==> config.mk <==
export PLATFORM = sky130hd
export DESIGN_NAME = lsc_driver
export DESIGN_NICKNAME = d
export VERILOG_FILES = /design/src/core/lsc_driver.v /design/src/core/lsc_pow2_div.v
export VERILOG_INCLUDE_DIRS = /design/src /design/src/core
export SDC_FILE = /design/constraint.sdc
export NUM_CORES = 1
export LEC_CHECK = 0
export BUFFER_PORTS_ARGS = -buffer_cell sky130_fd_sc_hd__buf_2
export CAP_MARGIN = 0
export CORE_MARGIN = 4
export CORE_UTILIZATION = 25
export DETAILED_ROUTE_END_ITERATION = 8
export PLACE_DENSITY = 0.46
export SYNTH_ARGS = -nofsm -noshare
export SYNTH_HDL_FRONTEND = slang
export SYNTH_HIERARCHICAL = 1
export SYNTH_SLANG_ARGS = --single-unit
export TNS_END_PERCENT = 1
==> constraint.sdc <==
create_clock -name I_MCLK -period 2.16 [get_ports I_MCLK]
set_clock_uncertainty 0.15 [all_clocks]
set_input_delay 0.432 -clock I_MCLK [delete_from_list [all_inputs] [get_ports I_MCLK]]
set_output_delay 0.432 -clock I_MCLK [all_outputs]
set_load 0.03 [all_outputs]
==> src/core/lsc_consts.vh <==
// Purpose: Shared constants for the segment display driver
// Assumes: Byte-wide CPU data port, 16-bit addresses
// Notes:   Drive levels are 2-bit codes; the analog stage turns them into voltages
`ifndef LSC_CONSTS_VH
`define LSC_CONSTS_VH

// Register and memory addresses
`define LSC_ADDR_MODE        16'hFFB0
`define LSC_ADDR_CLKCTL      16'hFFB2
`define LSC_ADDR_GAIN        16'hFFB3
`define LSC_ADDR_MEM_BASE    16'hFA00
`define LSC_ADDR_MEM_LAST    16'hFA0E

// Reset values
`define LSC_RST_MODE         8'h00
`define LSC_RST_CLKCTL       8'h00
`define LSC_RST_GAIN         8'h00

// Display mode register fields
`define LSC_MODE_DISP_EN     7
`define LSC_MODE_AMP_EN      6
`define LSC_MODE_OUT_CTL     4
`define LSC_MODE_SLOT_SEL    0

// Clock control fields: bits 3:2 source, bits 1:0 divider
`define LSC_CLK_SRC_HI       3
`define LSC_CLK_SRC_LO       2
`define LSC_CLK_DIV_HI       1
`define LSC_CLK_DIV_LO       0

// Boost gain field
`define LSC_GAIN_SEL         0

// Divider exponents
`define LSC_PRE_EXP_BASE     4'h4
`define LSC_DIV_EXP_BASE     4'h6

// Scan lengths, as last slot index
`define LSC_SLOTS_FOUR       2'h3
`define LSC_SLOTS_THREE      2'h2

// Drive level codes
`define LSC_LV_GND           2'h0
`define LSC_LV_REF           2'h1
`define LSC_LV_MID           2'h2
`define LSC_LV_HIGH          2'h3

`endif

==> src/core/lsc_driver.v <==
// Purpose: Multiplexed segment display controller with register and memory port
// Assumes: CPU strobes and the subsystem tick are synchronous to I_MCLK
// Notes:   Pin outputs are drive level codes for an external analog stage
`timescale 1ns/1ps
`include "lsc_consts.vh"

// Notes on behaviour
// Boost gain register holds only bit 0; other bits read zero; reset clears it.
// Gain bit 0 selects 1.5x reference, gain bit 1 selects 1.0x reference.
// Software changes boost gain only while the amplifier is disabled.
// Bring-up order: clock divider, gain, slot count, then amplifier enable.
// Software waits at least 500 ms after amplifier enable before enabling outputs.
// Output control gives deselect level; display enable then drives memory contents.
// Display memory sits at FA00 to FA0E, one byte per segment, readable and writable.
// Memory bits unused by segments behave as ordinary RAM.
// Upper four bits of every display byte are absent and read zero.
// Commons are selected in turn over a repeating scan of three or four slots.
// Bit k of each segment byte is used while common k is selected.
// Stored one gives segment select level, stored zero gives deselect level.
// In three-slot mode bit 3 never reaches an output; code drives it for a stale slot 3 until the next LCD clock.
// Pixel is on only when common and segment are both selected.
// Drive polarity alternates so no pair sees sustained DC.
// Static mode drives the identical waveform on all four commons.
// Display mode register: enable b7, amplifier b6, output control b4, slot select b0.
// Output control zero grounds all pins; one gives deselect segments and scanning commons.
// Clock control picks a source clock and a divider of 2^6 to 2^9.
// Display byte n drives segment n.
// Each slot lasts one LCD clock period; polarity inverts every frame.
// With display enable zero no memory contents reach the segment pins.
module lsc_driver #(
    parameter NSEG = 15
) (
    input  wire              I_MCLK,
    input  wire              I_ARST_N,
    input  wire [15:0]       I_ADDR,
    input  wire              I_WR,
    input  wire              I_RD,
    input  wire [7:0]        I_WDATA,
    input  wire              I_SUB_TICK,
    input  wire              I_STATIC_MODE,
    output wire [7:0]        O_RDATA,
    output wire              O_HIT,
    output wire [7:0]        O_COM_LVL,
    output wire [2*NSEG-1:0] O_SEG_LVL,
    output wire              O_AMP_EN,
    output wire              O_REF_GAIN_1P5,
    output wire              O_LCD_TICK
);

    // Control registers
    reg               disp_en_q;
    reg               amp_en_q;
    reg               out_ctl_q;
    reg               slot_sel_q;
    reg  [3:0]        clkctl_q;
    reg               gain_q;
    reg  [7:0]        rdata_q;

    // Display memory, low nibble only
    reg  [3:0]        mem_q [0:NSEG-1];

    // Scan state
    reg  [1:0]        slot_q;
    reg  [1:0]        slot_d;
    reg               pol_q;
    reg               pol_d;

    // Pin level registers
    reg  [7:0]        com_lvl_q;
    reg  [7:0]        com_lvl_d;
    reg  [2*NSEG-1:0] seg_lvl_q;
    reg  [2*NSEG-1:0] seg_lvl_d;

    // Decode and clock wires
    wire              hit_mode;
    wire              hit_clk;
    wire              hit_gain;
    wire              hit_mem;
    wire [15:0]       mem_off;
    wire [3:0]        mem_idx;
    wire              pre_tick;
    wire              src_tick;
    wire              lcd_tick;
    wire [3:0]        pre_exp;
    wire [3:0]        div_exp;
    wire [1:0]        last_slot;

    reg  [7:0]        rd_mux;
    integer           n;
    integer           c;
    integer           m;

    // Reset images split into their implemented fields; a changed reset
    // value in the constants header then reaches every field register
    localparam [7:0]  rst_mode = `LSC_RST_MODE;
    localparam [7:0]  rst_clk  = `LSC_RST_CLKCTL;
    localparam [7:0]  rst_gain = `LSC_RST_GAIN;

    // Address decode
    assign hit_mode = (I_ADDR == `LSC_ADDR_MODE);
    assign hit_clk  = (I_ADDR == `LSC_ADDR_CLKCTL);
    assign hit_gain = (I_ADDR == `LSC_ADDR_GAIN);
    assign hit_mem  = (I_ADDR >= `LSC_ADDR_MEM_BASE) &&
                      (I_ADDR <= `LSC_ADDR_MEM_LAST);
    // Only the low nibble of the offset indexes; hit_mem keeps the index in range
    assign mem_off  = I_ADDR - `LSC_ADDR_MEM_BASE;
    assign mem_idx  = mem_off[3:0];
    assign O_HIT    = hit_mode | hit_clk | hit_gain | hit_mem;

    // Register writes; reserved bits are never stored, so they read zero
    always @(posedge I_MCLK or negedge I_ARST_N) begin
        if (!I_ARST_N) begin
            disp_en_q  <= rst_mode[`LSC_MODE_DISP_EN];
            amp_en_q   <= rst_mode[`LSC_MODE_AMP_EN];
            out_ctl_q  <= rst_mode[`LSC_MODE_OUT_CTL];
            slot_sel_q <= rst_mode[`LSC_MODE_SLOT_SEL];
            clkctl_q   <= rst_clk[3:0];
            gain_q     <= rst_gain[`LSC_GAIN_SEL];
        end else if (I_WR) begin
            if (hit_mode) begin
                disp_en_q  <= I_WDATA[`LSC_MODE_DISP_EN];
                amp_en_q   <= I_WDATA[`LSC_MODE_AMP_EN];
                out_ctl_q  <= I_WDATA[`LSC_MODE_OUT_CTL];
                slot_sel_q <= I_WDATA[`LSC_MODE_SLOT_SEL];
            end
            if (hit_clk) begin
                clkctl_q <= I_WDATA[3:0];
            end
            if (hit_gain) begin
                // Written regardless of amplifier state; keeping it off is software's job
                gain_q <= I_WDATA[`LSC_GAIN_SEL];
            end
        end
    end

    // Display memory writes; every cell is plain RAM, used by a segment or not
    always @(posedge I_MCLK or negedge I_ARST_N) begin
        if (!I_ARST_N) begin
            for (m = 0; m < NSEG; m = m + 1) begin
                mem_q[m] <= 4'h0;
            end
        end else if (I_WR && hit_mem) begin
            mem_q[mem_idx] <= I_WDATA[3:0];
        end
    end

    // Read multiplexer; unmapped addresses read zero
    always @* begin
        rd_mux = 8'h00;
        if (hit_mode) begin
            rd_mux[`LSC_MODE_DISP_EN]  = disp_en_q;
            rd_mux[`LSC_MODE_AMP_EN]   = amp_en_q;
            rd_mux[`LSC_MODE_OUT_CTL]  = out_ctl_q;
            rd_mux[`LSC_MODE_SLOT_SEL] = slot_sel_q;
        end else if (hit_clk) begin
            rd_mux[3:0] = clkctl_q;
        end else if (hit_gain) begin
            rd_mux[`LSC_GAIN_SEL] = gain_q;
        end else if (hit_mem) begin
            rd_mux[3:0] = mem_q[mem_idx];
        end
    end

    // Read data is captured on the read strobe and held until the next read
    // A read and a write to one cell in the same cycle return the old contents
    always @(posedge I_MCLK or negedge I_ARST_N) begin
        if (!I_ARST_N) begin
            rdata_q <= 8'h00;
        end else if (I_RD) begin
            rdata_q <= rd_mux;
        end
    end

    // Prescaler on the main clock gives fx/2^5, 2^6, 2^7 for sources 1 to 3
    // It runs from reset, so a source change never waits for a counter clear
    assign pre_exp = `LSC_PRE_EXP_BASE + {2'b00, clkctl_q[`LSC_CLK_SRC_HI:`LSC_CLK_SRC_LO]};

    lsc_pow2_div #(
        .CW       (8)
    ) u_pre_div (
        .i_clk    (I_MCLK),
        .i_arst_n (I_ARST_N),
        .i_tick   (1'b1),
        .i_exp    (pre_exp),
        .o_tick   (pre_tick)
    );

    // Source zero is the subsystem tick, the others come from the prescaler
    // Both sources are one-cycle pulses, so switching cannot stretch a tick
    assign src_tick = (clkctl_q[`LSC_CLK_SRC_HI:`LSC_CLK_SRC_LO] == 2'h0) ?
                      I_SUB_TICK : pre_tick;

    // LCD clock is the source divided by 2^6 to 2^9
    // Keeping the frame rate within the panel's limit is left to software
    assign div_exp = `LSC_DIV_EXP_BASE + {2'b00, clkctl_q[`LSC_CLK_DIV_HI:`LSC_CLK_DIV_LO]};

    lsc_pow2_div #(
        .CW       (10)
    ) u_lcd_div (
        .i_clk    (I_MCLK),
        .i_arst_n (I_ARST_N),
        .i_tick   (src_tick),
        .i_exp    (div_exp),
        .o_tick   (lcd_tick)
    );

    assign O_LCD_TICK = lcd_tick;

    // Last slot index of a frame; static mode has a single slot
    assign last_slot = I_STATIC_MODE ? 2'h0 :
                       (slot_sel_q ? `LSC_SLOTS_THREE : `LSC_SLOTS_FOUR);

    // Slot advances once per LCD clock; polarity flips at each frame end
    // The >= compare lets a stale slot 3 wrap at the next LCD clock after a switch to three slots
    always @* begin
        slot_d = slot_q;
        pol_d  = pol_q;
        if (lcd_tick) begin
            if (slot_q >= last_slot) begin
                slot_d = 2'h0;
                pol_d  = ~pol_q;
            end else begin
                slot_d = slot_q + 2'h1;
            end
        end
    end

    // Scan state; the scan runs even with pins grounded, so the frame phase is free
    always @(posedge I_MCLK or negedge I_ARST_N) begin
        if (!I_ARST_N) begin
            slot_q <= 2'h0;
            pol_q  <= 1'b0;
        end else begin
            slot_q <= slot_d;
            pol_q  <= pol_d;
        end
    end

    // Common level: selected swings full scale, unselected sits at a bias level
    // Bias levels at a third and two thirds keep every deselected pair below threshold
    function [1:0] com_level;
        input sel;
        input pol;
        begin
            if (sel) begin
                com_level = pol ? `LSC_LV_GND : `LSC_LV_HIGH;
            end else begin
                com_level = pol ? `LSC_LV_MID : `LSC_LV_REF;
            end
        end
    endfunction

    // Segment level: select opposes the selected common, deselect stays within bias
    function [1:0] seg_level;
        input on;
        input pol;
        begin
            if (on) begin
                seg_level = pol ? `LSC_LV_HIGH : `LSC_LV_GND;
            end else begin
                seg_level = pol ? `LSC_LV_REF : `LSC_LV_MID;
            end
        end
    endfunction

    // Pin levels; output control low grounds everything
    always @* begin
        com_lvl_d = {4{`LSC_LV_GND}};
        seg_lvl_d = {NSEG{`LSC_LV_GND}};
        if (out_ctl_q) begin
            for (c = 0; c < 4; c = c + 1) begin
                // In static mode every common is treated as selected
                com_lvl_d[2*c +: 2] = com_level(I_STATIC_MODE ||
                                                (slot_q == c[1:0]), pol_q);
            end
            for (n = 0; n < NSEG; n = n + 1) begin
                // Slot 3 occurs in three-slot mode only as a stale slot until the next tick after a switch
                seg_lvl_d[2*n +: 2] = seg_level(disp_en_q &&
                                                mem_q[n][slot_q], pol_q);
            end
        end
    end

    // Registered pins; full difference only when both sides are selected
    // One register stage keeps decode glitches off the analog level switches
    always @(posedge I_MCLK or negedge I_ARST_N) begin
        if (!I_ARST_N) begin
            com_lvl_q <= {4{`LSC_LV_GND}};
            seg_lvl_q <= {NSEG{`LSC_LV_GND}};
        end else begin
            com_lvl_q <= com_lvl_d;
            seg_lvl_q <= seg_lvl_d;
        end
    end

    assign O_COM_LVL      = com_lvl_q;
    assign O_SEG_LVL      = seg_lvl_q;
    assign O_RDATA        = rdata_q;
    assign O_AMP_EN       = amp_en_q;
    assign O_REF_GAIN_1P5 = ~gain_q;

endmodule // lsc_driver

==> src/core/lsc_pow2_div.v <==
// Purpose: Power-of-two tick divider with selectable exponent
// Assumes: i_tick is a count enable in the clock domain, a one-cycle pulse or tied high
// Notes:   Output pulse is registered, one cycle after the qualifying input tick
`timescale 1ns/1ps

module lsc_pow2_div #(
    parameter CW = 10
) (
    input  wire        i_clk,
    input  wire        i_arst_n,
    input  wire        i_tick,
    input  wire [3:0]  i_exp,
    output wire        o_tick
);

    reg  [CW-1:0] cnt_q;
    reg           tick_q;
    reg  [CW-1:0] mask;
    integer       k;

    // Mask of the low exponent bits; the masked count wraps every 2^exp ticks
    always @* begin
        mask = {CW{1'b0}};
        for (k = 0; k < CW; k = k + 1) begin
            if (k < i_exp) begin
                mask[k] = 1'b1;
            end
        end
    end

    // Free-running counter; an exponent change only shifts the next edge
    always @(posedge i_clk or negedge i_arst_n) begin
        if (!i_arst_n) begin
            cnt_q  <= {CW{1'b0}};
            tick_q <= 1'b0;
        end else begin
            tick_q <= 1'b0;
            if (i_tick) begin
                cnt_q <= cnt_q + {{(CW-1){1'b0}}, 1'b1};
                if ((cnt_q & mask) == mask) begin
                    tick_q <= 1'b1;
                end
            end
        end
    end

    assign o_tick = tick_q;

endmodule // lsc_pow2_div

Word-level counts from Yosys, hierarchy flattened
Index checks and enable logic that the tools add are counted.

Bits in registers: 137. Bits of input ports: 30. Output and inout bits: 50. Logic and storage cells: 198.

Add/sub/neg operators: 6. Order comparisons: 24. Eq/ne operators: 8. Muxes and demuxes: 94. Bitwise gates (word level): 8. Reductions and logical operators: 28.

Operator list (number): $bwmux 60 (1); $mux 2 (26); $eq 16x16->1 const B (3); $mux 1 (41); $lt 3x4->1 const A (8); $bmux 1 s2 (15); $mux 30 (1); $mux 4 (5); $logic_and 1x1->1 (18); $bmux 4 s4 (1); $demux 4 s4 (1); $ge 16x16->1 const B (1); $le 16x16->1 const B (1); $lt 1x4->1 const A (4); $lt 2x4->1 const A (4); $add 10x1->10 const B (1); $and 10x10->10 (1); $eq 10x10->1 (1); $add 3x2->4 const A (2); $add 8x1->8 const B (1); $and 8x8->8 (1); $eq 8x8->1 (1); $lt 4x4->1 const A (2); $mux 8 (1); 15 further kinds (27).

Longest topological paths before layout
Gate-level depths: netlist of the first run.

Depth in word-level cells: 9. Depth in mapped cells: 8. Depth with buffers taken out: 6.

Modules after synthesis
The synthesis of the first run kept the hierarchy.

Modules (own cells, without submodules): lsc_driver (times used 1, cells each 434, area an instance 5377.7 sq um); lsc_pow2_div (u_lcd_div) (times used 1, cells each 52, area an instance 581.8 sq um); lsc_pow2_div (u_pre_div) (times used 1, cells each 43, area an instance 466.7 sq um).

Worst setup path before layout of the first run
No wires, ideal clock.

Path type: input -> register. Start point: in I_ADDR[10]. End point: reg mem_q[4] in the netlist's numbering. Arrival time: 2.053 ns. Path slack: -0.168 ns. Stages on the path: 5. Path buffers: 0. Cell sequence: or4_4 > nor3b_4 > nand4_4 > nor3_4 > mux2_2.

Cells in the longest elaborated chain, start to end: 3.

RTL lines: from (decl) (RTL line lsc_driver.v:35) `input wire [15:0] I_ADDR,`; $ge 16x16->1 (no source line) or $le 16x16->1 (tied branches); $logic_and 1x1->1 (*) (RTL line lsc_driver.v:103) `` assign hit_mem = (I_ADDR >= `LSC_ADDR_MEM_BASE) && ``; $logic_and 1x1->1 (*) (RTL line lsc_driver.v:142) `end else if (I_WR && hit_mem) begin`; to (signal, indexed assignment) (RTL line lsc_driver.v:143) `mem_q[mem_idx] <= I_WDATA[3:0];`; to (decl) (RTL line lsc_driver.v:60) `reg [3:0] mem_q [0:NSEG-1];`.

Mark *: on every way between the ends. The rest lies on a longest branch, timed or not. A chain may end at the register's enable or synchronous reset.

Final worst setup path of the first run
Start point: in I_ADDR[10]. End point: out O_HIT.

Cells in the longest elaborated chain, start to end: 4.

RTL lines: parallel branches: the longest is 3 deep, another holds $ge 16x16->1; $or 1x1->1 (*) (RTL line lsc_driver.v:108) `assign O_HIT = hit_mode | hit_clk | hit_gain | hit_mem;`; to (decl) (RTL line lsc_driver.v:42) `output wire O_HIT,`.

Every way passes the cells marked *.

==> results of run 1 <==
routing by layer:
metal | vias up | routed length, um
li1 | 2099 | -
met1 | 2249 | 7665
met2 | 132 | 7302
met3 | 11 | 1041
met4 | 0 | 200
met5 | - | 0
kinds of logic (layout without fill, tap and decap cells):
logic type / count (synthesis) / in the layout / synth area share (%)
simple gates: 134 / 134 / 12.85
flops: 120 / 120 / 46.73
xor+xnor: 17 / 17 / 2.317
mux: 108 / 108 / 22.78
other cells: 2 / 12 / 0.1169
buf+inv: 60 / 156 / 5.530
fa+ha+maj: 8 / 8 / 1.558
compound gates: 80 / 80 / 8.119
state kept, by name (all words and copies together), names as in the netlist:
signal            flops
O_AMP_EN              1
O_COM_LVL             5
O_RDATA               7
O_SEG_LVL            16
clkctl_q              4
disp_en_q             1
gain_q                1
mem_q                60
out_ctl_q             1
pol_q                 1
slot_q                2
slot_sel_q            1
u_lcd_div/cnt_q      10
u_lcd_div/o_tick      1
u_pre_div/cnt_q       8
u_pre_div/o_tick      1
worst max-delay path by stage:
| stage | startpoint | to | depth (start not counted) |
|---|---|---|---|
| after CTS | I_ADDR[5] | O_HIT | 6 |
| after global placement | I_ADDR[10] | mem_q[48] | 8 |
| after floorplan | I_ADDR[10] | mem_q[4] | 5 |
| after global routing | I_ADDR[10] | O_HIT | 6 |
| after detailed placement | I_ADDR[10] | mem_q[8] | 7 |
| final | I_ADDR[10] | O_HIT | 6 |
worst max-delay path: cells and delay by family:
family / cells / cell delay (ps)
buffers and inverters: 2 / 270
AOI/OAI and AO/OA: 1 / 110
and+or+nand+nor: 3 / 860
where the power goes:
part | internal [mW] | switching, mW
sequential | 2.39 | 0.215
clock | 1.78 | 0.980
combinational | 0.382 | 0.418
stage by stage:
stage / instance area, um2 / setup WS [ps] / power [mW] / setup TNS [ps]
finish: 7896 / -103.7 / 6.168 / -103.7
global route: 7896 / -152.3 / 6.472 / -161.6
CTS: 7878 / -83.65 / 6.246 / -83.65
detailed placement: 7269 / -310.8 / 3.446 / -18300
global placement: 7269 / -274.8 / 3.408 / -16430
floorplan: 6464 / -163.1 / 3.128 / -5426
final cells by class:
class / count / area (um2) / share of cell area (%)
clock buffers: 24 / 481.7 / 6.100
clock inverters: 8 / 95.09 / 1.204
inverters: 12 / 45.04 / 0.5704
multi-input cells: 359 / 3122 / 39.53
flip-flops and latches: 120 / 3003 / 38.03
well taps: 330 / 412.9 / 5.229
repair buffers: 112 / 737.0 / 9.333
cells in the final DEF (no fill, tap or decap), types with 4 or more instances in the layout:
| cell | n |
|---|---|
| sky130_fd_sc_hd__nand4_1 | 10 |
| sky130_fd_sc_hd__nor2_1 | 29 |
| sky130_fd_sc_hd__mux4_2 | 23 |
| sky130_fd_sc_hd__mux2_2 | 76 |
| sky130_fd_sc_hd__mux2i_1 | 9 |
| sky130_fd_sc_hd__inv_1 | 11 |
| sky130_fd_sc_hd__buf_2 | 74 |
| sky130_fd_sc_hd__buf_4 | 30 |
| sky130_fd_sc_hd__clkbuf_1 | 4 |
| sky130_fd_sc_hd__or3_1 | 5 |
| sky130_fd_sc_hd__xnor2_1 | 10 |
| sky130_fd_sc_hd__ha_1 | 8 |
| sky130_fd_sc_hd__clkinv_2 | 4 |
| sky130_fd_sc_hd__nand3_1 | 9 |
| sky130_fd_sc_hd__xor2_1 | 7 |
| sky130_fd_sc_hd__o21a_1 | 16 |
| sky130_fd_sc_hd__a21oi_1 | 19 |
| sky130_fd_sc_hd__dfrtp_1 | 120 |
| sky130_fd_sc_hd__o21ai_0 | 15 |
| sky130_fd_sc_hd__a31oi_1 | 7 |
| sky130_fd_sc_hd__conb_1 | 12 |
| sky130_fd_sc_hd__nand2_1 | 17 |
| sky130_fd_sc_hd__buf_12 | 6 |
| sky130_fd_sc_hd__and3_1 | 21 |
| sky130_fd_sc_hd__clkbuf_16 | 17 |
| sky130_fd_sc_hd__nor2b_1 | 7 |
| sky130_fd_sc_hd__nor2_4 | 7 |
timing repair:
item                                    CTS  global route
gates resized for setup                   4             2
buffers inserted                          1             1
endpoints found under the setup margin    1            25
pin swaps                                 2             6
hold endpoints to repair                 28             0
hold buffers                              1             0
==> flow_results.xml, run 1 <==
<?xml version="1.0" encoding="UTF-8"?>
<metrics>
  <group name="drt">
    <metric name="antenna_violating_nets_post_route" unit="">0</metric>
    <metric name="post_drt_wl_per_cell" unit="um">16.80</metric>
    <metric name="drt_first_pass_iters" unit="">4</metric>
    <metric name="routed_wl" unit="mm">16.21</metric>
    <metric name="drt_iter0_markers" unit="">260</metric>
    <metric name="drcViolationCount" unit="">0</metric>
    <metric name="route.detailed.vias_per_inst" unit="">4.654</metric>
    <metric name="via_count" unit="">4491</metric>
  </group>
  <group name="job">
    <metric name="number_of_violations_of_the_max_capacitance_limit" unit="">0</metric>
  </group>
  <group name="yosys">
    <metric name="netlist_top_cells_area" unit="">sky130_fd_sc_hd__dfrtp_1 (47%), sky130_fd_sc_hd__mux2_2 (13%), sky130_fd_sc_hd__mux4_2 (8.1%)</metric>
    <metric name="ys_warn_count" unit="">6</metric>
    <metric name="top_cells_by_instance_count_after_synthesis" unit="">sky130_fd_sc_hd__dfrtp_1 (120), sky130_fd_sc_hd__mux2_2 (76), sky130_fd_sc_hd__nor2_1 (30)</metric>
    <metric name="syn_area" unit="um2">6426</metric>
    <metric name="postSynthAreaPerCell" unit="um2">12.15</metric>
    <metric name="postSynthCellCount" unit="">529</metric>
    <metric name="ys_async_sr_fraction" unit="%">100.0</metric>
    <metric name="cell_with_the_most_instances_after_synthesis" unit="">sky130_fd_sc_hd__dfrtp_1</metric>
    <metric name="synth_top_area_share" unit="%">46.73</metric>
    <metric name="synth-main-ff-cell" unit="">sky130_fd_sc_hd__dfrtp_1</metric>
    <metric name="synth_edf_count" unit="">0</metric>
    <metric name="synth_seq_cells" unit="">120</metric>
    <metric name="yosysTopAreaCell" unit="">sky130_fd_sc_hd__dfrtp_1</metric>
    <metric name="ys_types" unit="">59</metric>
    <metric name="seq_area_frac_synth" unit="%">46.73</metric>
  </group>
  <group name="worst_setup_path">
    <metric name="timing.rr.end" unit="">pol_q</metric>
    <metric name="timing.critical_path.arrival" unit="ps">1680</metric>
    <metric name="criticalPathCategory" unit="">input port to primary output</metric>
    <metric name="timing.critical_path.cells" unit="">buf_6 &gt; or4_4 &gt; nor2_4 &gt; and3_4 &gt; o21bai_1 &gt; buf_4</metric>
    <metric name="reg2reg_depth" unit="">7</metric>
    <metric name="cp.required" unit="ps">1580</metric>
    <metric name="cp-start-kind" unit="">input port</metric>
    <metric name="worst_path_max_delay_cell" unit="">sky130_fd_sc_hd__or4_4</metric>
    <metric name="reg_to_reg_setup_timing_slack" unit="ps">210</metric>
    <metric name="timing.critical_path.fanout_max" unit="">2</metric>
    <metric name="worst_path_largest_cell_delay" unit="ps">550</metric>
    <metric name="endpoint_kind" unit="">primary output</metric>
    <metric name="r2r-start" unit="">slot_q[0]</metric>
  </group>
  <group name="placed_design">
    <metric name="dp.cells" unit="">930</metric>
    <metric name="place_congestion" unit="">0.7777</metric>
    <metric name="portBuffers" unit="">77</metric>
    <metric name="hpwlAfterDp" unit="mm">11.66</metric>
  </group>
  <group name="timing">
    <metric name="min_period" unit="ps">2264</metric>
    <metric name="fin_crit_sh" unit="%">104.8</metric>
    <metric name="worst_slew_margin_rel" unit="%">34.62</metric>
    <metric name="report.final.slew_viol_count" unit="">0</metric>
    <metric name="whs" unit="ps">111.0</metric>
    <metric name="setup_violations" unit="">1</metric>
    <metric name="grt_setup_unrepaired" unit="">yes</metric>
    <metric name="setup_ws" unit="ps">-103.7</metric>
    <metric name="timing.fmax" unit="MHz">441.8</metric>
    <metric name="hold_viol_final" unit="">0</metric>
    <metric name="tightestPinTransition" unit="ps">980.7</metric>
  </group>
  <group name="layout">
    <metric name="layout-drive-gt1-share" unit="%">41.10</metric>
    <metric name="filler_cell_count" unit="">2572</metric>
    <metric name="diodes" unit="">0</metric>
    <metric name="final_net_count" unit="">660</metric>
    <metric name="stdcell_count" unit="">965</metric>
    <metric name="utilization_after_layout" unit="%">31.27</metric>
    <metric name="synthToLayoutAreaGrowth" unit="%">22.88</metric>
  </group>
  <group name="clocking">
    <metric name="clockBufferDepth" unit="">2</metric>
    <metric name="clk_pin_slew_worst_paths" unit="ps">50</metric>
    <metric name="tritoncts.num_buffers" unit="">17</metric>
    <metric name="clk_lat_worst_skew" unit="ps">410</metric>
    <metric name="cts_tree" unit="">yes</metric>
    <metric name="clkSinkCount" unit="">120</metric>
    <metric name="cts_root_buffer" unit="">sky130_fd_sc_hd__clkbuf_16</metric>
    <metric name="cts.htree.levels" unit="">4</metric>
  </group>
  <group name="status">
    <metric name="run_status" unit="">finished with violations</metric>
    <metric name="violations" unit="">negative setup slack</metric>
  </group>
  <group name="floorplanning">
    <metric name="fp.coreArea" unit="um2">25250</metric>
    <metric name="fp-row-count" unit="">58</metric>
    <metric name="effective_utilization_at_floorplan" unit="%">25.45</metric>
    <metric name="io-pin-count" unit="">80</metric>
    <metric name="design.die.area" unit="um2">28330</metric>
    <metric name="die_h" unit="um">168.3</metric>
    <metric name="floorplan.die.width" unit="um">168.3</metric>
  </group>
  <group name="power_and_ir_drop">
    <metric name="p_leak" unit="nW">3.765</metric>
    <metric name="vdd_drop_max" unit="V">0.0004951</metric>
    <metric name="power_density" unit="nW/um2">781.2</metric>
  </group>
  <group name="grt">
    <metric name="grt.met1_usage" unit="%">16.85</metric>
    <metric name="grt_pass1_wl" unit="mm">26.08</metric>
    <metric name="groute.usage.overall" unit="%">11.80</metric>
    <metric name="overflow" unit="">0</metric>
    <metric name="top_usage_layer" unit="">met2</metric>
    <metric name="first_global_vias" unit="">4543</metric>
    <metric name="antenna_found_initial" unit="">0</metric>
    <metric name="met2_usage" unit="%">17.35</metric>
    <metric name="pin_count_of_the_biggest_net_entering_global_routing" unit="">41</metric>
    <metric name="gr-usage-met3" unit="%">2.911</metric>
  </group>
  <group name="min_path">
    <metric name="min_path_cells" unit="">2</metric>
    <metric name="holdCritPathClass" unit="">input port to flop</metric>
    <metric name="hold-path-endpoint" unit="">out_ctl_q</metric>
    <metric name="worstHoldStart" unit="">I_WDATA[4]</metric>
  </group>
</metrics>
No activity file was read; power rests on OpenSTA's default activity.
==> run 2, diff against run 1 <==
--- a/config.mk
+++ b/config.mk
@@ -12,6 +12,7 @@
 export CORE_UTILIZATION = 25
 export DETAILED_ROUTE_END_ITERATION = 8
 export PLACE_DENSITY = 0.46
+export SETUP_SLACK_MARGIN = 0.5
 export SYNTH_ARGS = -nofsm -noshare
 export SYNTH_HDL_FRONTEND = slang
 export SYNTH_HIERARCHICAL = 1
==> flow_results.xml, run 2 (synthesis gave the netlist of run 1 again) <==
<?xml version="1.0" encoding="UTF-8"?>
<metrics>
  <group name="floorplanning">
    <metric name="fp-row-count" unit="">58</metric>
    <metric name="design.die.area" unit="um2">28330</metric>
    <metric name="floorplan.die.width" unit="um">168.3</metric>
    <metric name="effective_utilization_at_floorplan" unit="%">25.45</metric>
    <metric name="die_h" unit="um">168.3</metric>
    <metric name="io-pin-count" unit="">80</metric>
    <metric name="fp.coreArea" unit="um2">25250</metric>
  </group>
  <group name="power_and_ir_drop">
    <metric name="power_density" unit="nW/um2">726.6</metric>
    <metric name="vdd_drop_max" unit="V">0.0004831</metric>
    <metric name="p_leak" unit="nW">3.828</metric>
  </group>
  <group name="min_path">
    <metric name="holdCritPathClass" unit="">input port to flop</metric>
  </group>
  <group name="grt">
    <metric name="antenna_found_initial" unit="">0</metric>
    <metric name="overflow" unit="">0</metric>
    <metric name="groute.usage.overall" unit="%">12.19</metric>
    <metric name="pin_count_of_the_biggest_net_entering_global_routing" unit="">41</metric>
    <metric name="grt_pass1_wl" unit="mm">27.06</metric>
    <metric name="first_global_vias" unit="">4710</metric>
  </group>
  <group name="layout">
    <metric name="layout_commonest_cell" unit="">sky130_fd_sc_hd__dfrtp_1</metric>
    <metric name="layout-drive-gt1-share" unit="%">51.26</metric>
    <metric name="layout_cell_area_excl_fill" unit="um2">8666</metric>
    <metric name="area_of_combinational_cells_with_multiple_inputs" unit="um2">3726</metric>
    <metric name="utilization_after_layout" unit="%">34.31</metric>
    <metric name="most_frequent_cells_in_the_layout" unit="">sky130_fd_sc_hd__dfrtp_1 (116), sky130_fd_sc_hd__buf_2 (56), sky130_fd_sc_hd__mux2_4 (54)</metric>
    <metric name="diodes" unit="">0</metric>
    <metric name="seq_area" unit="um2">3010</metric>
    <metric name="final_net_count" unit="">659</metric>
    <metric name="largest_reg_flops" unit="">60</metric>
    <metric name="regMostFlops" unit="">mem_q</metric>
    <metric name="filler_cell_count" unit="">2489</metric>
    <metric name="synthToLayoutAreaGrowth" unit="%">34.85</metric>
  </group>
  <group name="timing">
    <metric name="fin_crit_sh" unit="%">103.5</metric>
    <metric name="tightestPinTransition" unit="ps">919.2</metric>
    <metric name="timing.fmax" unit="MHz">447.3</metric>
    <metric name="hold_viol_final" unit="">0</metric>
    <metric name="worst_slew_margin_rel" unit="%">38.72</metric>
    <metric name="setup_ws" unit="ps">-75.84</metric>
    <metric name="min_period" unit="ps">2236</metric>
    <metric name="whs" unit="ps">107.3</metric>
    <metric name="report.final.slew_viol_count" unit="">0</metric>
    <metric name="grt_setup_unrepaired" unit="">yes</metric>
    <metric name="setup_violations" unit="">1</metric>
  </group>
  <group name="status">
    <metric name="run_status" unit="">finished with violations</metric>
    <metric name="violations" unit="">negative setup slack</metric>
  </group>
  <group name="drt">
    <metric name="drcViolationCount" unit="">0</metric>
    <metric name="route.detailed.vias_per_inst" unit="">4.741</metric>
    <metric name="routed_wl" unit="mm">16.86</metric>
    <metric name="post_drt_wl_per_cell" unit="um">17.49</metric>
    <metric name="antenna_violating_nets_post_route" unit="">0</metric>
    <metric name="drt_first_pass_iters" unit="">6</metric>
    <metric name="via_count" unit="">4570</metric>
    <metric name="drt_iter0_markers" unit="">263</metric>
  </group>
  <group name="worst_setup_path">
    <metric name="timing.critical_path.cells" unit="">buf_6 &gt; or4_4 &gt; nor2_4 &gt; and3_4 &gt; o21bai_1 &gt; buf_4</metric>
    <metric name="r2r-start" unit="">slot_q[0]</metric>
    <metric name="endpoint_kind" unit="">primary output</metric>
    <metric name="criticalPathCategory" unit="">input port to primary output</metric>
    <metric name="worst_path_max_delay_cell" unit="">sky130_fd_sc_hd__or4_4</metric>
    <metric name="cp-start-kind" unit="">input port</metric>
    <metric name="timing.critical_path.arrival" unit="ps">1650</metric>
    <metric name="timing.rr.end" unit="">pol_q</metric>
    <metric name="reg2reg_depth" unit="">7</metric>
    <metric name="reg_to_reg_setup_timing_slack" unit="ps">230</metric>
    <metric name="worst_path_largest_cell_delay" unit="ps">550</metric>
    <metric name="timing.critical_path.fanout_max" unit="">2</metric>
    <metric name="critical_path.startpoint" unit="">I_ADDR[5]</metric>
    <metric name="cp.required" unit="ps">1580</metric>
    <metric name="critical_path.endpoint" unit="">O_HIT</metric>
  </group>
  <group name="clocking">
    <metric name="clk_lat_worst_skew" unit="ps">420</metric>
    <metric name="cts.htree.levels" unit="">4</metric>
    <metric name="clockBufferDepth" unit="">2</metric>
    <metric name="clk_pin_slew_worst_paths" unit="ps">50</metric>
    <metric name="clkSinkCount" unit="">120</metric>
    <metric name="cts_tree" unit="">yes</metric>
    <metric name="cts_root_buffer" unit="">sky130_fd_sc_hd__clkbuf_16</metric>
    <metric name="tritoncts.num_buffers" unit="">17</metric>
  </group>
  <group name="job">
    <metric name="number_of_violations_of_the_max_capacitance_limit" unit="">0</metric>
  </group>
  <group name="placed_design">
    <metric name="hpwlAfterDp" unit="mm">11.66</metric>
    <metric name="placed_area" unit="um2">7269</metric>
    <metric name="portBuffers" unit="">77</metric>
    <metric name="place_congestion" unit="">0.7777</metric>
  </group>
</metrics>
==> run 2: cell types whose count changed in the layout (fill, tap and decap cells not counted), moves of 7 or more <==
cell,delta
sky130_fd_sc_hd__buf_4,-12
sky130_fd_sc_hd__mux2_4,+54
sky130_fd_sc_hd__and3_1,-18
sky130_fd_sc_hd__buf_2,-18
sky130_fd_sc_hd__o21ai_0,-9
sky130_fd_sc_hd__buf_6,+29
sky130_fd_sc_hd__and3_4,+18
sky130_fd_sc_hd__mux2_2,-54
sky130_fd_sc_hd__nor2_4,+7
sky130_fd_sc_hd__nor2_1,-12
==> run 2: worst max-delay path, delay by kind of cell <==
kind	cells	cell delay [ps]
buf+inv	2	270
simple gates	3	840
compound gates	1	110
==> run 2: cell type report <==
cell class	instances	area share [%]
flip-flops and latches	120	34.74
clock buffers	24	5.559
clock inverters	8	1.097
repair buffers	111	10.19
inverters	12	0.6497
well taps	330	4.765
multi-input cells	359	43.00
==> run 2: repair_timing <==
item	4_1_cts	5_1_grt
gates resized for setup	162	40
hold buffers	1	0
endpoints found under the hold margin	28	0
setup endpoints to repair	120	119
pin swaps	50	48
buffers inserted	1	0
==> run 2: how the worst min path moves through the flow <==
| stage | start | endpoint | slack (ps) | cells after the start |
|---|---|---|---|---|
| floorplan | I_ARST_N | O_AMP_EN | -10 | 0 |
| global placement | I_ARST_N | mem_q[59] | 260 | 1 |
| detailed placement | I_ARST_N | mem_q[58] | 260 | 1 |
| CTS | I_WDATA[4] | out_ctl_q | 90 | 2 |
| global route | I_WDATA[4] | out_ctl_q | 110 | 2 |
| finish | I_WDATA[4] | out_ctl_q | 110 | 2 |
==> run 2: routing by layer <==
| layer | share of wire (%) | global-route usage, % | vias up |
|---|---|---|---|
| li1 | - | - | 2099 |
| met3 | 6.0 | 2.865 | 12 |
| met5 | 0 | 0 | - |
| met2 | 45 | 18.24 | 125 |
| met4 | 1.2 | 4.375 | 0 |
| met1 | 47 | 17.25 | 2334 |
==> run 2: through the flow <==
step                TNS (ps)  power [mW]  worst slack, ps  std cells
global route          -143.6       6.603           -121.0        964
finish                -75.84       6.296           -75.84        964
global placement      -16430       3.408           -274.8        930
floorplan              -5426       3.128           -163.1        539
detailed placement    -18300       3.446           -310.8        930
CTS                   -65.53       6.334           -65.53        964
==> run 2: report_power, final <==
part           internal [mW]  switching, mW  total (mW)
sequential              2.40          0.231        2.63
combinational          0.436          0.475       0.911
clock                   1.78          0.980        2.76
==> run 3, diff against run 2 <==
--- a/config.mk
+++ b/config.mk
@@ -8,10 +8,9 @@
 export LEC_CHECK = 0
 export BUFFER_PORTS_ARGS = -buffer_cell sky130_fd_sc_hd__buf_2
 export CAP_MARGIN = 0
-export CORE_MARGIN = 4
-export CORE_UTILIZATION = 25
+export CORE_UTILIZATION = 30
 export DETAILED_ROUTE_END_ITERATION = 8
-export PLACE_DENSITY = 0.46
+export PLACE_DENSITY = 0.52
 export SETUP_SLACK_MARGIN = 0.5
 export SYNTH_ARGS = -nofsm -noshare
 export SYNTH_HDL_FRONTEND = slang
==> flow_results.xml, run 3 (synthesis gave the netlist of run 1 again) <==
<?xml version="1.0" encoding="UTF-8"?>
<metrics>
  <group name="timing">
    <metric name="hold_viol_final" unit="">0</metric>
    <metric name="fin_crit_sh" unit="%">103.0</metric>
    <metric name="min_period" unit="ps">2224</metric>
    <metric name="grt_setup_unrepaired" unit="">yes</metric>
    <metric name="setup_ws" unit="ps">-63.81</metric>
    <metric name="setup_tns" unit="ps">-63.81</metric>
    <metric name="report.final.slew_viol_count" unit="">0</metric>
    <metric name="tightestPinTransition" unit="ps">983.6</metric>
    <metric name="setup_violations" unit="">1</metric>
    <metric name="worst_slew_margin_rel" unit="%">34.43</metric>
    <metric name="timing.fmax" unit="MHz">449.7</metric>
  </group>
  <group name="clocking">
    <metric name="clkSinkCount" unit="">120</metric>
    <metric name="cts_root_buffer" unit="">sky130_fd_sc_hd__clkbuf_16</metric>
    <metric name="clk_lat_worst_skew" unit="ps">410</metric>
    <metric name="clockBufferDepth" unit="">2</metric>
    <metric name="cts_tree" unit="">yes</metric>
    <metric name="tritoncts.num_buffers" unit="">17</metric>
    <metric name="cts.htree.levels" unit="">4</metric>
    <metric name="clk_pin_slew_worst_paths" unit="ps">50</metric>
  </group>
  <group name="layout">
    <metric name="stdcell_count" unit="">914</metric>
    <metric name="area_of_combinational_cells_with_multiple_inputs" unit="um2">3689</metric>
    <metric name="largest_reg_flops" unit="">60</metric>
    <metric name="layout-drive-gt1-share" unit="%">51.02</metric>
    <metric name="most_frequent_cells_in_the_layout" unit="">sky130_fd_sc_hd__dfrtp_1 (115), sky130_fd_sc_hd__mux2_4 (56), sky130_fd_sc_hd__buf_2 (51)</metric>
    <metric name="seq_area" unit="um2">3012</metric>
    <metric name="layout_commonest_cell" unit="">sky130_fd_sc_hd__dfrtp_1</metric>
    <metric name="regMostFlops" unit="">mem_q</metric>
    <metric name="filler_cell_count" unit="">1982</metric>
    <metric name="diodes" unit="">0</metric>
    <metric name="final_net_count" unit="">665</metric>
    <metric name="synthToLayoutAreaGrowth" unit="%">35.14</metric>
  </group>
  <group name="grt">
    <metric name="grt_pass1_wl" unit="mm">26.36</metric>
    <metric name="antenna_found_initial" unit="">1</metric>
    <metric name="grt.met1_usage" unit="%">20.69</metric>
    <metric name="overflow" unit="">0</metric>
    <metric name="groute.usage.overall" unit="%">15.76</metric>
    <metric name="pin_count_of_the_biggest_net_entering_global_routing" unit="">42</metric>
    <metric name="top_usage_layer" unit="">met2</metric>
    <metric name="met2_usage" unit="%">25.42</metric>
    <metric name="first_global_vias" unit="">4658</metric>
    <metric name="gr-usage-met3" unit="%">3.129</metric>
  </group>
  <group name="placed_design">
    <metric name="dp.cells" unit="">879</metric>
    <metric name="hpwlAfterDp" unit="mm">10.92</metric>
    <metric name="post-place-ws" unit="ps">-298.4</metric>
    <metric name="portBuffers" unit="">77</metric>
    <metric name="place_congestion" unit="">0.8126</metric>
  </group>
  <group name="drt">
    <metric name="drt_iter0_markers" unit="">188</metric>
    <metric name="via_count" unit="">4540</metric>
    <metric name="post_drt_wl_per_cell" unit="um">17.68</metric>
    <metric name="drcViolationCount" unit="">4</metric>
    <metric name="drt_first_pass_iters" unit="">6</metric>
    <metric name="antenna_violating_nets_post_route" unit="">0</metric>
    <metric name="route.detailed.vias_per_inst" unit="">4.967</metric>
    <metric name="routed_wl" unit="mm">16.16</metric>
  </group>
  <group name="floorplanning">
    <metric name="io-pin-count" unit="">80</metric>
    <metric name="fp-row-count" unit="">53</metric>
    <metric name="effective_utilization_at_floorplan" unit="%">30.57</metric>
    <metric name="die_h" unit="um">148.4</metric>
    <metric name="fp.coreArea" unit="um2">21020</metric>
    <metric name="design.die.area" unit="um2">22010</metric>
    <metric name="floorplan.die.width" unit="um">148.4</metric>
  </group>
  <group name="power_and_ir_drop">
    <metric name="vdd_drop_max" unit="V">0.0004053</metric>
    <metric name="total_power" unit="mW">6.451</metric>
    <metric name="p_leak" unit="nW">3.929</metric>
    <metric name="power_density" unit="nW/um2">742.8</metric>
  </group>
  <group name="job">
    <metric name="number_of_violations_of_the_max_capacitance_limit" unit="">0</metric>
  </group>
  <group name="worst_setup_path">
    <metric name="r2r-start" unit="">slot_q[0]</metric>
    <metric name="timing.critical_path.arrival" unit="ps">1640</metric>
    <metric name="cp.required" unit="ps">1580</metric>
    <metric name="timing.critical_path.fanout_max" unit="">2</metric>
    <metric name="critical_path.startpoint" unit="">I_ADDR[10]</metric>
    <metric name="timing.critical_path.cells" unit="">buf_6 &gt; or4_4 &gt; nor2_4 &gt; and3_4 &gt; o21bai_4 &gt; buf_6</metric>
    <metric name="cp-start-kind" unit="">input port</metric>
    <metric name="worst_path_max_delay_cell" unit="">sky130_fd_sc_hd__or4_4</metric>
    <metric name="worst_path_largest_cell_delay" unit="ps">550</metric>
    <metric name="endpoint_kind" unit="">primary output</metric>
    <metric name="timing.rr.end" unit="">pol_q</metric>
    <metric name="reg2reg_depth" unit="">7</metric>
    <metric name="criticalPathCategory" unit="">input port to primary output</metric>
    <metric name="critPathMostFrequentCell" unit="">sky130_fd_sc_hd__buf_6</metric>
    <metric name="reg_to_reg_setup_timing_slack" unit="ps">210</metric>
  </group>
  <group name="min_path">
    <metric name="worstHoldStart" unit="">I_WDATA[6]</metric>
    <metric name="holdCritPathClass" unit="">input port to flop</metric>
    <metric name="min_path_cells" unit="">2</metric>
    <metric name="hold-path-endpoint" unit="">O_AMP_EN</metric>
  </group>
  <group name="status">
    <metric name="violations" unit="">design-rule violations, negative setup slack</metric>
    <metric name="run_status" unit="">finished with violations</metric>
  </group>
</metrics>
[run 3: cell types whose count changed in the layout (fill, tap and decap cells not counted), sizes merged]
cell | before | now
buf | 110 | 116
bufinv | 2 | 4
clkbuf | 24 | 22
clkinvlp | 5 | 3
inv | 9 | 10
[run 3: power breakdown]
group | leakage, nW | internal (mW) | total (mW) | switching, mW
logic | 2.00 | 0.432 | 0.882 | 0.450
registers | 1.63 | 2.40 | 2.64 | 0.240
clock network | 0.300 | 1.97 | 2.93 | 0.959
total | 3.93 | 4.80 | 6.45 | 1.65
[run 3: timing repair]
| item | CTS | global route |
|---|---|---|
| setup endpoints to repair | 121 | 119 |
| hold endpoints to repair | 24 | 0 |
| hold buffers | 1 | 0 |
| gates resized for setup | 166 | 36 |
| setup buffers | 2 | 1 |
| pin swaps | 54 | 54 |
[run 3: per-layer routing]
metal  share of wire, %  wire length [um]  vias up
li1                   -                 -     2101
met5              0.062                10        -
met3                3.5               558       20
met4                1.3               217        2
met2                 49              7995      104
met1                 46              7379     2313
[run 3: worst max-delay path by stage]
stage / slack, ps / end / cells after the start
after detailed placement: -300 / mem_q[37] / 7
after global placement: -270 / mem_q[48] / 8
after CTS: -80 / O_HIT / 6
after floorplan: -160 / mem_q[4] / 5
after global routing: -110 / O_HIT / 6
final: -60 / O_HIT / 6
[run 3: critical path, delay by kind of cell]
kind	cells	cell delay [ps]
and+or+nand+nor	3	840
AOI/OAI and AO/OA	1	120
buffers and inverters	2	240
[run 3: cell type report]
cell class,count,area share [%]
clock inverters,9,1.700
clock buffers,22,5.345
repair buffers,117,11.24
multi-input cells,359,42.47
flip-flops and latches,120,34.68
inverters,12,0.6051
well taps,275,3.962
[run 3: per-stage QoR]
step | utilization (%) | cell area, um2 | hold slack [ps]
floorplan | - | 6464 | -13.59
global placement | 34.46 | 7243 | 272.8
detailed placement | 34.46 | 7243 | 272.5
CTS | 40.52 | 8518 | 80.68
global route | 41.31 | 8685 | 91.43
finish | 41.31 | 8685 | 99.52
